<file path="src/loader_pkg.sv">
// constants and types shared by the configuration-memory loader
`default_nettype none
package loader_pkg;
	localparam int WORD_W = 16;
	localparam int BYTE_W = 8;
	localparam int CONT_BIT = 15;
	localparam int SIG_MSB = 15;
	localparam int SIG_LSB = 4;
	localparam logic [11:0] HDR_SIG = 12'h840;
	localparam int ZF_LOCAL = 3;
	localparam int ZF_IDENT = 2;
	localparam int ZF_PCI = 1;
	localparam int ZF_FACC = 0;
	localparam int FN_MSB = 2;
	localparam int FN_LSB = 0;
	localparam logic [2:0] FN_FIRST = 3'h0;
	localparam int OFS_MSB = 14;
	localparam int OFS_LSB = 8;
	localparam int DAT_MSB = 7;
	localparam int DAT_LSB = 0;
	localparam int WIN_MSB = 14;
	localparam int WIN_LSB = 12;
	localparam int RW_BIT = 11;
	localparam logic [2:0] WIN_ZERO = 3'h0;
	localparam logic [2:0] WIN_ONE = 3'h1;
	localparam int CFG_OFS_W = 7;
	localparam int NUM_CFG = 11;
	localparam logic [CFG_OFS_W-1:0] CFG_OFS [NUM_CFG] = '{7'h02, 7'h03, 7'h06, 7'h09, 7'h0A, 7'h0B,
		7'h2E, 7'h2F, 7'h3D, 7'h42, 7'h43};
	localparam logic [BYTE_W-1:0] CFG_MASK [NUM_CFG] = '{8'hFF, 8'hFF, 8'h10, 8'hFF, 8'hFF, 8'hFF,
		8'hFF, 8'hFF, 8'hFF, 8'hFF, 8'hFF};
	localparam logic [CFG_OFS_W-1:0] OFS_VENDOR = 7'h00;
	localparam logic [CFG_OFS_W-1:0] OFS_SUBVENDOR = 7'h2C;
	localparam int IDX_DEV = 0;
	localparam int IDX_STAT = 2;
	localparam int IDX_CLASS = 3;
	localparam int IDX_SUBSYS = 6;
	localparam int IDX_INTPIN = 8;
	localparam int IDX_PM = 9;
	localparam int APB_AW = 8;
	localparam logic [APB_AW-1:0] REG_CTRL = 8'h00;
	localparam logic [APB_AW-1:0] REG_STATUS = 8'h04;
	localparam logic [APB_AW-1:0] REG_IDS = 8'h08;
	localparam logic [APB_AW-1:0] REG_CLASS = 8'h0C;
	localparam logic [APB_AW-1:0] REG_PM = 8'h10;
	localparam int CTRL_RELOAD = 0;
	typedef enum logic [3:0] {
		ST_IDLE = 4'h0,
		ST_HDR = 4'h1,
		ST_SKIP = 4'h2,
		ST_FHDR = 4'h3,
		ST_CFG = 4'h4,
		ST_FA1 = 4'h5,
		ST_FA2 = 4'h6,
		ST_FACC = 4'h7
	} load_state_t;
endpackage
`default_nettype wire

</file>
<file path="src/cfg_wr_if.sv">
// byte write path from the loader into the config override store
`default_nettype none
interface cfg_wr_if;
	logic valid;
	logic [loader_pkg::CFG_OFS_W-1:0] offset;
	logic [loader_pkg::BYTE_W-1:0] data;
	logic [loader_pkg::NUM_CFG*loader_pkg::BYTE_W-1:0] image;
	modport loader (output valid, output offset, output data, input image);
	modport store (input valid, input offset, input data, output image);
endinterface
`default_nettype wire

</file>
<file path="src/cfg_override_store.sv">
// loadable PCI configuration bytes of the first function
`default_nettype none
module cfg_override_store #(
	// default values of all eleven loadable bytes; values are arbitrary
	parameter logic [loader_pkg::NUM_CFG*loader_pkg::BYTE_W-1:0] RESET_IMAGE = 88'h00_01_01_00_00_00_00_00_00_00_01
) (
	input wire logic ref_clk,
	input wire logic reset,
	cfg_wr_if.store wr
);
	logic [loader_pkg::NUM_CFG*loader_pkg::BYTE_W-1:0] image;
	logic [loader_pkg::NUM_CFG*loader_pkg::BYTE_W-1:0] next_image;

	// offsets outside the table, vendor ids included, match no entry
	for (genvar i = 0; i < loader_pkg::NUM_CFG; i++) begin : g_byte
		always_comb begin
			next_image[i*loader_pkg::BYTE_W +: loader_pkg::BYTE_W] = image[i*loader_pkg::BYTE_W +: loader_pkg::BYTE_W];
			if (wr.valid && wr.offset == loader_pkg::CFG_OFS[i]) begin
				next_image[i*loader_pkg::BYTE_W +: loader_pkg::BYTE_W] = wr.data & loader_pkg::CFG_MASK[i];
			end
		end
	end

	always_ff @(posedge ref_clk) begin
		if (reset) begin
			image <= RESET_IMAGE;
		end else begin
			image <= next_image;
		end
	end

	assign wr.image = image;
endmodule // cfg_override_store
`default_nettype wire

</file>
<file path="src/cfg_loader.sv">
// configuration-memory loader: pci override zone and function access zone
//
// The implementer's own choices: the register offsets and the APB register port.
`default_nettype none
module cfg_loader #(
	parameter int EE_AW = 8
) (
	input wire logic ref_clk,
	input wire logic reset,
	input wire logic psel,
	input wire logic penable,
	input wire logic pwrite,
	input wire logic [loader_pkg::APB_AW-1:0] paddr,
	input wire logic [31:0] pwdata,
	output logic [31:0] prdata,
	output logic pready,
	output logic pslverr,
	output logic word_req,
	output logic [EE_AW-1:0] word_addr,
	input wire logic word_ack,
	input wire logic [loader_pkg::WORD_W-1:0] word_data,
	output logic fa_req,
	output logic fa_window,
	output logic fa_write,
	output logic [loader_pkg::BYTE_W-1:0] fa_offset,
	output logic [loader_pkg::BYTE_W-1:0] fa_wdata,
	input wire logic fa_ack,
	input wire logic [loader_pkg::BYTE_W-1:0] fa_rdata,
	output logic pci_retry,
	output logic [loader_pkg::NUM_CFG*loader_pkg::BYTE_W-1:0] cfg_image
);
	cfg_wr_if wr ();

	cfg_override_store u_store (
		.ref_clk(ref_clk),
		.reset(reset),
		.wr(wr)
	);

	loader_pkg::load_state_t state, next_state;
	logic next_word_req;
	logic [EE_AW-1:0] next_word_addr;
	logic [3:0] pending, next_pending;
	logic func_ok, next_func_ok;
	logic [loader_pkg::WORD_W-1:0] first_word, next_first_word;
	logic fa_more, next_fa_more;
	logic next_fa_req, next_fa_window, next_fa_write;
	logic [loader_pkg::BYTE_W-1:0] next_fa_offset, next_fa_wdata;
	logic wr_valid, next_wr_valid;
	logic [loader_pkg::CFG_OFS_W-1:0] wr_offset, next_wr_offset;
	logic [loader_pkg::BYTE_W-1:0] wr_data, next_wr_data;
	logic next_pci_retry;
	logic hdr_ok, next_hdr_ok;
	logic rsvd_seen, next_rsvd_seen;
	logic loaded, next_loaded;
	logic reload_req, next_reload_req;
	logic [31:0] next_prdata;
	logic next_pready, next_pslverr;
	logic got;
	logic cont;
	logic [2:0] win_code;

	assign wr.valid = wr_valid;
	assign wr.offset = wr_offset;
	assign wr.data = wr_data;
	assign cfg_image = wr.image;
	assign got = word_req && word_ack;
	assign cont = word_data[loader_pkg::CONT_BIT];
	assign win_code = first_word[loader_pkg::WIN_MSB:loader_pkg::WIN_LSB];

	// next zone in header order among those still pending
	function automatic loader_pkg::load_state_t route(input logic [3:0] p);
		if (p[loader_pkg::ZF_LOCAL] || p[loader_pkg::ZF_IDENT]) begin
			return loader_pkg::ST_SKIP;
		end else if (p[loader_pkg::ZF_PCI]) begin
			return loader_pkg::ST_FHDR;
		end else if (p[loader_pkg::ZF_FACC]) begin
			return loader_pkg::ST_FA1;
		end
		return loader_pkg::ST_IDLE;
	endfunction

	always_comb begin
		next_state = state;
		next_word_req = word_req;
		next_word_addr = word_addr;
		next_pending = pending;
		next_func_ok = func_ok;
		next_first_word = first_word;
		next_fa_more = fa_more;
		next_fa_req = fa_req;
		next_fa_window = fa_window;
		next_fa_write = fa_write;
		next_fa_offset = fa_offset;
		next_fa_wdata = fa_wdata;
		next_wr_valid = 1'b0;
		next_wr_offset = wr_offset;
		next_wr_data = wr_data;
		next_pci_retry = pci_retry;
		next_hdr_ok = hdr_ok;
		next_rsvd_seen = rsvd_seen;
		next_loaded = loaded;
		if (state != loader_pkg::ST_IDLE && state != loader_pkg::ST_FACC) begin
			next_word_req = ~got;
		end
		if (got) begin
			next_word_addr = word_addr + 1'b1;
		end
		unique case (state)
			loader_pkg::ST_IDLE: begin
				next_word_req = 1'b0;
				if (reload_req) begin
					next_state = loader_pkg::ST_HDR;
					next_word_addr = '0;
					next_pci_retry = 1'b1;
					next_hdr_ok = 1'b0;
					next_rsvd_seen = 1'b0;
					next_loaded = 1'b0;
				end
			end
			loader_pkg::ST_HDR: begin
				if (got) begin
					if (word_data[loader_pkg::SIG_MSB:loader_pkg::SIG_LSB] == loader_pkg::HDR_SIG) begin
						next_hdr_ok = 1'b1;
						next_pending = word_data[3:0];
						next_state = route(word_data[3:0]);
					end else begin
						next_state = loader_pkg::ST_IDLE;
					end
				end
			end
			loader_pkg::ST_SKIP: begin
				// local and identity zones belong to other loaders; walk past them
				if (got && !cont) begin
					if (pending[loader_pkg::ZF_LOCAL]) begin
						next_pending[loader_pkg::ZF_LOCAL] = 1'b0;
					end else begin
						next_pending[loader_pkg::ZF_IDENT] = 1'b0;
					end
					next_state = route(next_pending);
				end
			end
			loader_pkg::ST_FHDR: begin
				if (got) begin
					if (cont) begin
						next_func_ok = word_data[loader_pkg::FN_MSB:loader_pkg::FN_LSB] == loader_pkg::FN_FIRST;
						next_rsvd_seen = rsvd_seen ||
							word_data[loader_pkg::FN_MSB:loader_pkg::FN_LSB] != loader_pkg::FN_FIRST;
						next_state = loader_pkg::ST_CFG;
					end else begin
						next_pending[loader_pkg::ZF_PCI] = 1'b0;
						next_state = route(next_pending);
					end
				end
			end
			loader_pkg::ST_CFG: begin
				if (got) begin
					// words for a reserved function are consumed but not applied
					next_wr_valid = func_ok;
					next_wr_offset = word_data[loader_pkg::OFS_MSB:loader_pkg::OFS_LSB];
					next_wr_data = word_data[loader_pkg::DAT_MSB:loader_pkg::DAT_LSB];
					if (!cont) begin
						next_state = loader_pkg::ST_FHDR;
					end
				end
			end
			loader_pkg::ST_FA1: begin
				if (got) begin
					next_first_word = word_data;
					next_state = loader_pkg::ST_FA2;
				end
			end
			loader_pkg::ST_FA2: begin
				if (got) begin
					next_fa_more = cont;
					next_fa_window = win_code == loader_pkg::WIN_ONE;
					next_fa_write = first_word[loader_pkg::RW_BIT];
					next_fa_offset = first_word[loader_pkg::DAT_MSB:loader_pkg::DAT_LSB];
					next_fa_wdata = word_data[loader_pkg::DAT_MSB:loader_pkg::DAT_LSB];
					if (win_code == loader_pkg::WIN_ZERO || win_code == loader_pkg::WIN_ONE) begin
						next_fa_req = 1'b1;
						next_state = loader_pkg::ST_FACC;
					end else begin
						// reserved window: skip the access, keep walking the zone
						next_rsvd_seen = 1'b1;
						next_state = cont ? loader_pkg::ST_FA1 : loader_pkg::ST_IDLE;
					end
				end
			end
			loader_pkg::ST_FACC: begin
				// returned read byte is dropped
				if (fa_ack) begin
					next_fa_req = 1'b0;
					next_state = fa_more ? loader_pkg::ST_FA1 : loader_pkg::ST_IDLE;
				end
			end
		endcase
		if (state != loader_pkg::ST_IDLE && next_state == loader_pkg::ST_IDLE) begin
			next_pci_retry = 1'b0;
			next_loaded = 1'b1;
			next_word_req = 1'b0;
		end
	end

	always_ff @(posedge ref_clk) begin
		if (reset) begin
			state <= loader_pkg::ST_HDR;
			word_req <= 1'b0;
			word_addr <= '0;
			pending <= 4'h0;
			func_ok <= 1'b0;
			first_word <= 16'h0000;
			fa_more <= 1'b0;
			fa_req <= 1'b0;
			fa_window <= 1'b0;
			fa_write <= 1'b0;
			fa_offset <= 8'h00;
			fa_wdata <= 8'h00;
			wr_valid <= 1'b0;
			wr_offset <= 7'h00;
			wr_data <= 8'h00;
			pci_retry <= 1'b1;
			hdr_ok <= 1'b0;
			rsvd_seen <= 1'b0;
			loaded <= 1'b0;
		end else begin
			state <= next_state;
			word_req <= next_word_req;
			word_addr <= next_word_addr;
			pending <= next_pending;
			func_ok <= next_func_ok;
			first_word <= next_first_word;
			fa_more <= next_fa_more;
			fa_req <= next_fa_req;
			fa_window <= next_fa_window;
			fa_write <= next_fa_write;
			fa_offset <= next_fa_offset;
			fa_wdata <= next_fa_wdata;
			wr_valid <= next_wr_valid;
			wr_offset <= next_wr_offset;
			wr_data <= next_wr_data;
			pci_retry <= next_pci_retry;
			hdr_ok <= next_hdr_ok;
			rsvd_seen <= next_rsvd_seen;
			loaded <= next_loaded;
		end
	end

	// apb slave: one wait state so that pready and prdata come from flops
	always_comb begin
		next_pready = psel && penable && !pready;
		next_pslverr = 1'b0;
		next_prdata = prdata;
		next_reload_req = 1'b0;
		if (next_pready) begin
			next_prdata = 32'h0000_0000;
			unique case (paddr)
				loader_pkg::REG_CTRL: next_prdata = 32'h0000_0000;
				loader_pkg::REG_STATUS: next_prdata = {28'h0000000, loaded, rsvd_seen, hdr_ok,
					state != loader_pkg::ST_IDLE};
				loader_pkg::REG_IDS: next_prdata = {wr.image[loader_pkg::IDX_SUBSYS*loader_pkg::BYTE_W +: 16],
					wr.image[loader_pkg::IDX_DEV*loader_pkg::BYTE_W +: 16]};
				loader_pkg::REG_CLASS: next_prdata = {wr.image[loader_pkg::IDX_INTPIN*loader_pkg::BYTE_W +: 8],
					wr.image[loader_pkg::IDX_CLASS*loader_pkg::BYTE_W +: 24]};
				loader_pkg::REG_PM: next_prdata = {8'h00, wr.image[loader_pkg::IDX_STAT*loader_pkg::BYTE_W +: 8],
					wr.image[loader_pkg::IDX_PM*loader_pkg::BYTE_W +: 16]};
				default: next_pslverr = 1'b1;
			endcase
		end
		if (psel && penable && pready && pwrite && paddr == loader_pkg::REG_CTRL) begin
			next_reload_req = pwdata[loader_pkg::CTRL_RELOAD];
		end
	end

	always_ff @(posedge ref_clk) begin
		if (reset) begin
			pready <= 1'b0;
			pslverr <= 1'b0;
			prdata <= 32'h0000_0000;
			reload_req <= 1'b0;
		end else begin
			pready <= next_pready;
			pslverr <= next_pslverr;
			prdata <= next_prdata;
			reload_req <= next_reload_req;
		end
	end
endmodule // cfg_loader
`default_nettype wire

</file>
<file path="config.mk">
export PLATFORM = sky130hd
export DESIGN_NAME = cfg_loader
export DESIGN_NICKNAME = d
export VERILOG_FILES = /design/src/loader_pkg.sv /design/src/cfg_wr_if.sv /design/src/cfg_override_store.sv /design/src/cfg_loader.sv
export SDC_FILE = /design/constraint.sdc
export NUM_CORES = 1
export LEC_CHECK = 0
export BUFFER_PORTS_ARGS = -buffer_cell sky130_fd_sc_hd__buf_2
export CAP_MARGIN = 20
export CORE_MARGIN = 5
export CORE_UTILIZATION = 30
export CTS_CLUSTER_SIZE = 25
export DETAILED_ROUTE_END_ITERATION = 12
export SYNTH_ARGS = -nofsm -noshare
export SYNTH_HDL_FRONTEND = slang
export SYNTH_SLANG_ARGS = --single-unit
</file>
<file path="constraint.sdc">
create_clock -name ref_clk -period 1.95 [get_ports ref_clk]
set_clock_uncertainty 0.15 [all_clocks]
set_input_delay 0.0975 -clock ref_clk [delete_from_list [all_inputs] [get_ports ref_clk]]
set_output_delay 0.0975 -clock ref_clk [all_outputs]
set_load 0.01 [all_outputs]
</file>
==> metrics <==
GRT Total Usage 16.6%; Slew Viols, Final 0; Synth Instances 823; Most Frequent Cell on Critical Path o2111ai_2; Slowest-stage cell, CP dlygate4sd3_1; Vias 6832; CTS Buffer Depth 2; minimum period implied by the final worst setup slack 1910 ps; CTS tree done; max_cap viols 0; startpoint types input pin; net switching power 1970 uW; wire per inst 17.0 um; sequential power share 46.5%; crit path capture type register; Avg Cell Area, Syn 9.25 sq um; clock share of power 46.3%; final worst slack 38.2 ps; # setup viols final 0; Setup TNS 0 ps; Ant. Diodes 0; layout cells sized above 1 29.5%; via-per-instance ratio 4.87; fin crit share 98.0%; Peak Freq 523 MHz; io pins 222; total gr overflow 0; die height 169 um; Slew HR 58.6%; PD cells 808 nW/um^2; final hold vios 0; number of port buffers 175; sequential share of the synthesized area 48.9%; drt pass-1 iters 6; Detail Placement HPWL 16800 um; hold crit path type in -> reg; Starting Density 30.3%; Netlist Area Pre-Place 7610 sq um; Syn-to-layout area delta 35.6%; core area 25100 sq um; Top Family by Delay on Critical Path compound AO/OA/AOI/OAI gates; initial antenna violation count 1; final WL 23900 um; Worst Path Required 2080 ps; nets 1131; DRC 0; Root Buffer clkbuf_16; H-tree depth 4; max incr delay on CP 590 ps; Die W 169 um; VDD IR max 0.000650 V; std cell rows 58; clock sinks 186; status complete, no violations; Detailed Route Iter0 Violations 563; Setup CP Type in -> reg; Cell variety after synth 63; clock latency on the worst-skew pair 420 ps; Least-Margin Pin Slew 620 ps; crit path buf inv count 3; RSZ-0062 raised after global routing true; sw frac 23.6%; asr flop ratio synth 0%; flop and latch count out of synthesis 186; antenna-violating nets left 0; worst-path maximum fanout 9; combinational fraction of design power 7.3%; EDFF count, synth 0; pin count of the biggest net entering global routing 114; vias in the first global route 6465; TritonCTS Buffers 17; clock slew at reported path FFs 70 ps; ys flop type dfxtp_1; Synth Warn # 0; crit-path cells buf_2 > dlygate4sd3_1 > buf_12 > nand3b_1 > o2111ai_2 > o2111ai_2 > a211oi_2 > a41oi_1; RePlAce Congestion 0.924; die area 28700 sq um; Lkg Pwr 0.00478 uW; pre-CTS setup slack -81.6 ps; internal power 6370 uW; first-pass GRT wire length 37800 um; Worst Path Arrival 2050 ps
[state kept, by name (all words and copies together) (netlist names), 4 cells and up]
| register | cells |
|---|---|
| prdata | 32 |
| word_addr | 8 |
| state | 4 |
| first_word | 12 |
| pending | 4 |
| fa_wdata | 8 |
| wr.offset | 7 |
| wr.data | 8 |
| fa_offset | 8 |
| u_store.wr.image | 81 |
[synthesized netlist by cell type, drive strengths merged, types with 4 or more instances]
cell,instances,area share [%]
nor2,135,6.7
buf,29,2.6
o21ai,40,2.6
nand3b,8,0.79
xor2,6,0.69
mux2i,110,14
nand2,92,4.5
nand3,12,0.79
nand4,9,0.74
and3,6,0.49
dfxtp,186,49
o2111ai,4,0.46
nor3,13,1.0
a222oi,17,2.2
a21oi,28,1.8
clkbuf,38,1.9
nor3b,5,0.49
a22oi,17,1.7
inv,8,0.39
nor4,4,0.53
nor2b,6,0.49
[kinds of logic after synthesis]
family	synth area share, %
multiplexers	14.5
AND/OR/NAND/NOR	19.5
XOR/XNOR	0.920
AO/OA/AOI/OAI	11.1
buffers and inverters	4.91
flip-flops	48.9
other	0.0493
adder cells (fa/ha/maj)	0.164
[cells in the final DEF, fill, tap and decap left out, types with 4 or more instances in the layout]
cell type	n
nand3_1	12
nand2_1	91
xor2_1	6
clkbuf_16	17
conb_1	7
nor2_1	133
buf_2	174
a222oi_1	17
o21ai_0	38
bufinv_16	4
and3_1	6
a21oi_1	28
dlygate4sd3_1	25
nor2b_1	5
inv_6	4
dfxtp_1	183
mux2i_1	110
a22oi_1	17
buf_12	12
inv_1	8
buf_4	67
nand4_1	9
nor3_1	11
nand3b_1	8
[metrics by stage]
step           total power (uW)  cell area [sq um]  hold slack [ps]  util (%)  instances
2_1_floorplan              4200               7630             47.7         -        829
3_3_place_gp               4500               9320              188      37.1       1344
3_5_place_dp               4500               9320              205      37.1       1344
4_1_cts                    8430              10300              138      40.8       1401
5_1_grt                    8680              10300              224      41.1       1402
6_report                   8340              10300              181      41.1       1402
[power groups by stage]
stage               clock, uW  sequential (uW)  combinational, uW
floorplan                   0             3940                254
CTS                      3970             3870                590
global route             4150             3880                651
detailed placement          0             3960                538
global placement            0             3960                543
finish                   3860             3870                605
[layer usage]
layer  up-vias  GRT usage [%]  part of all wire, %
li1       3357              -                    -
met1      3229           23.1                   47
met2       226           26.1                   46
met3        20           3.70                  5.8
met4         0           4.41                  1.4
met5         -              0                    0
[path summary, 6_finish.rpt]
path | cells after the start | slack (ps) | start | end
min reg2reg | 2 | 300 | prdata[31] | prdata[31]
max | 8 | 40 | word_data[15] | pci_retry
max reg2reg | 5 | 50 | pending[0] | loaded
min | 6 | 180 | word_ack | func_ok
[worst reg2reg max path: stages (launching register included)]
cell and delay (ps):
dfxtp_1 330, or3b_2 480, or4_4 450, o2111ai_2 100, a211oi_2 100, a41o_1 190
[cell type report]
type | instances | area [sq um]
sequential | 186 | 3730
inverter | 8 | 30.0
multi-input combinational | 568 | 3630
fill | 2518 | 14800
clock inverter | 13 | 201
tap | 330 | 413
clock buffer | 19 | 453
timing repair buffer | 278 | 1860
[what timing repair did]
action / in CTS / in global routing
gates resized for setup: 6 / 13
setup buffers: 0 / 1
endpoints found under the setup margin: 13 / 14
endpoints found under the hold margin: 49 / 0
hold buffers: 25 / 0
pin swaps: 0 / 6
Power figures use the tool's default switching activity.
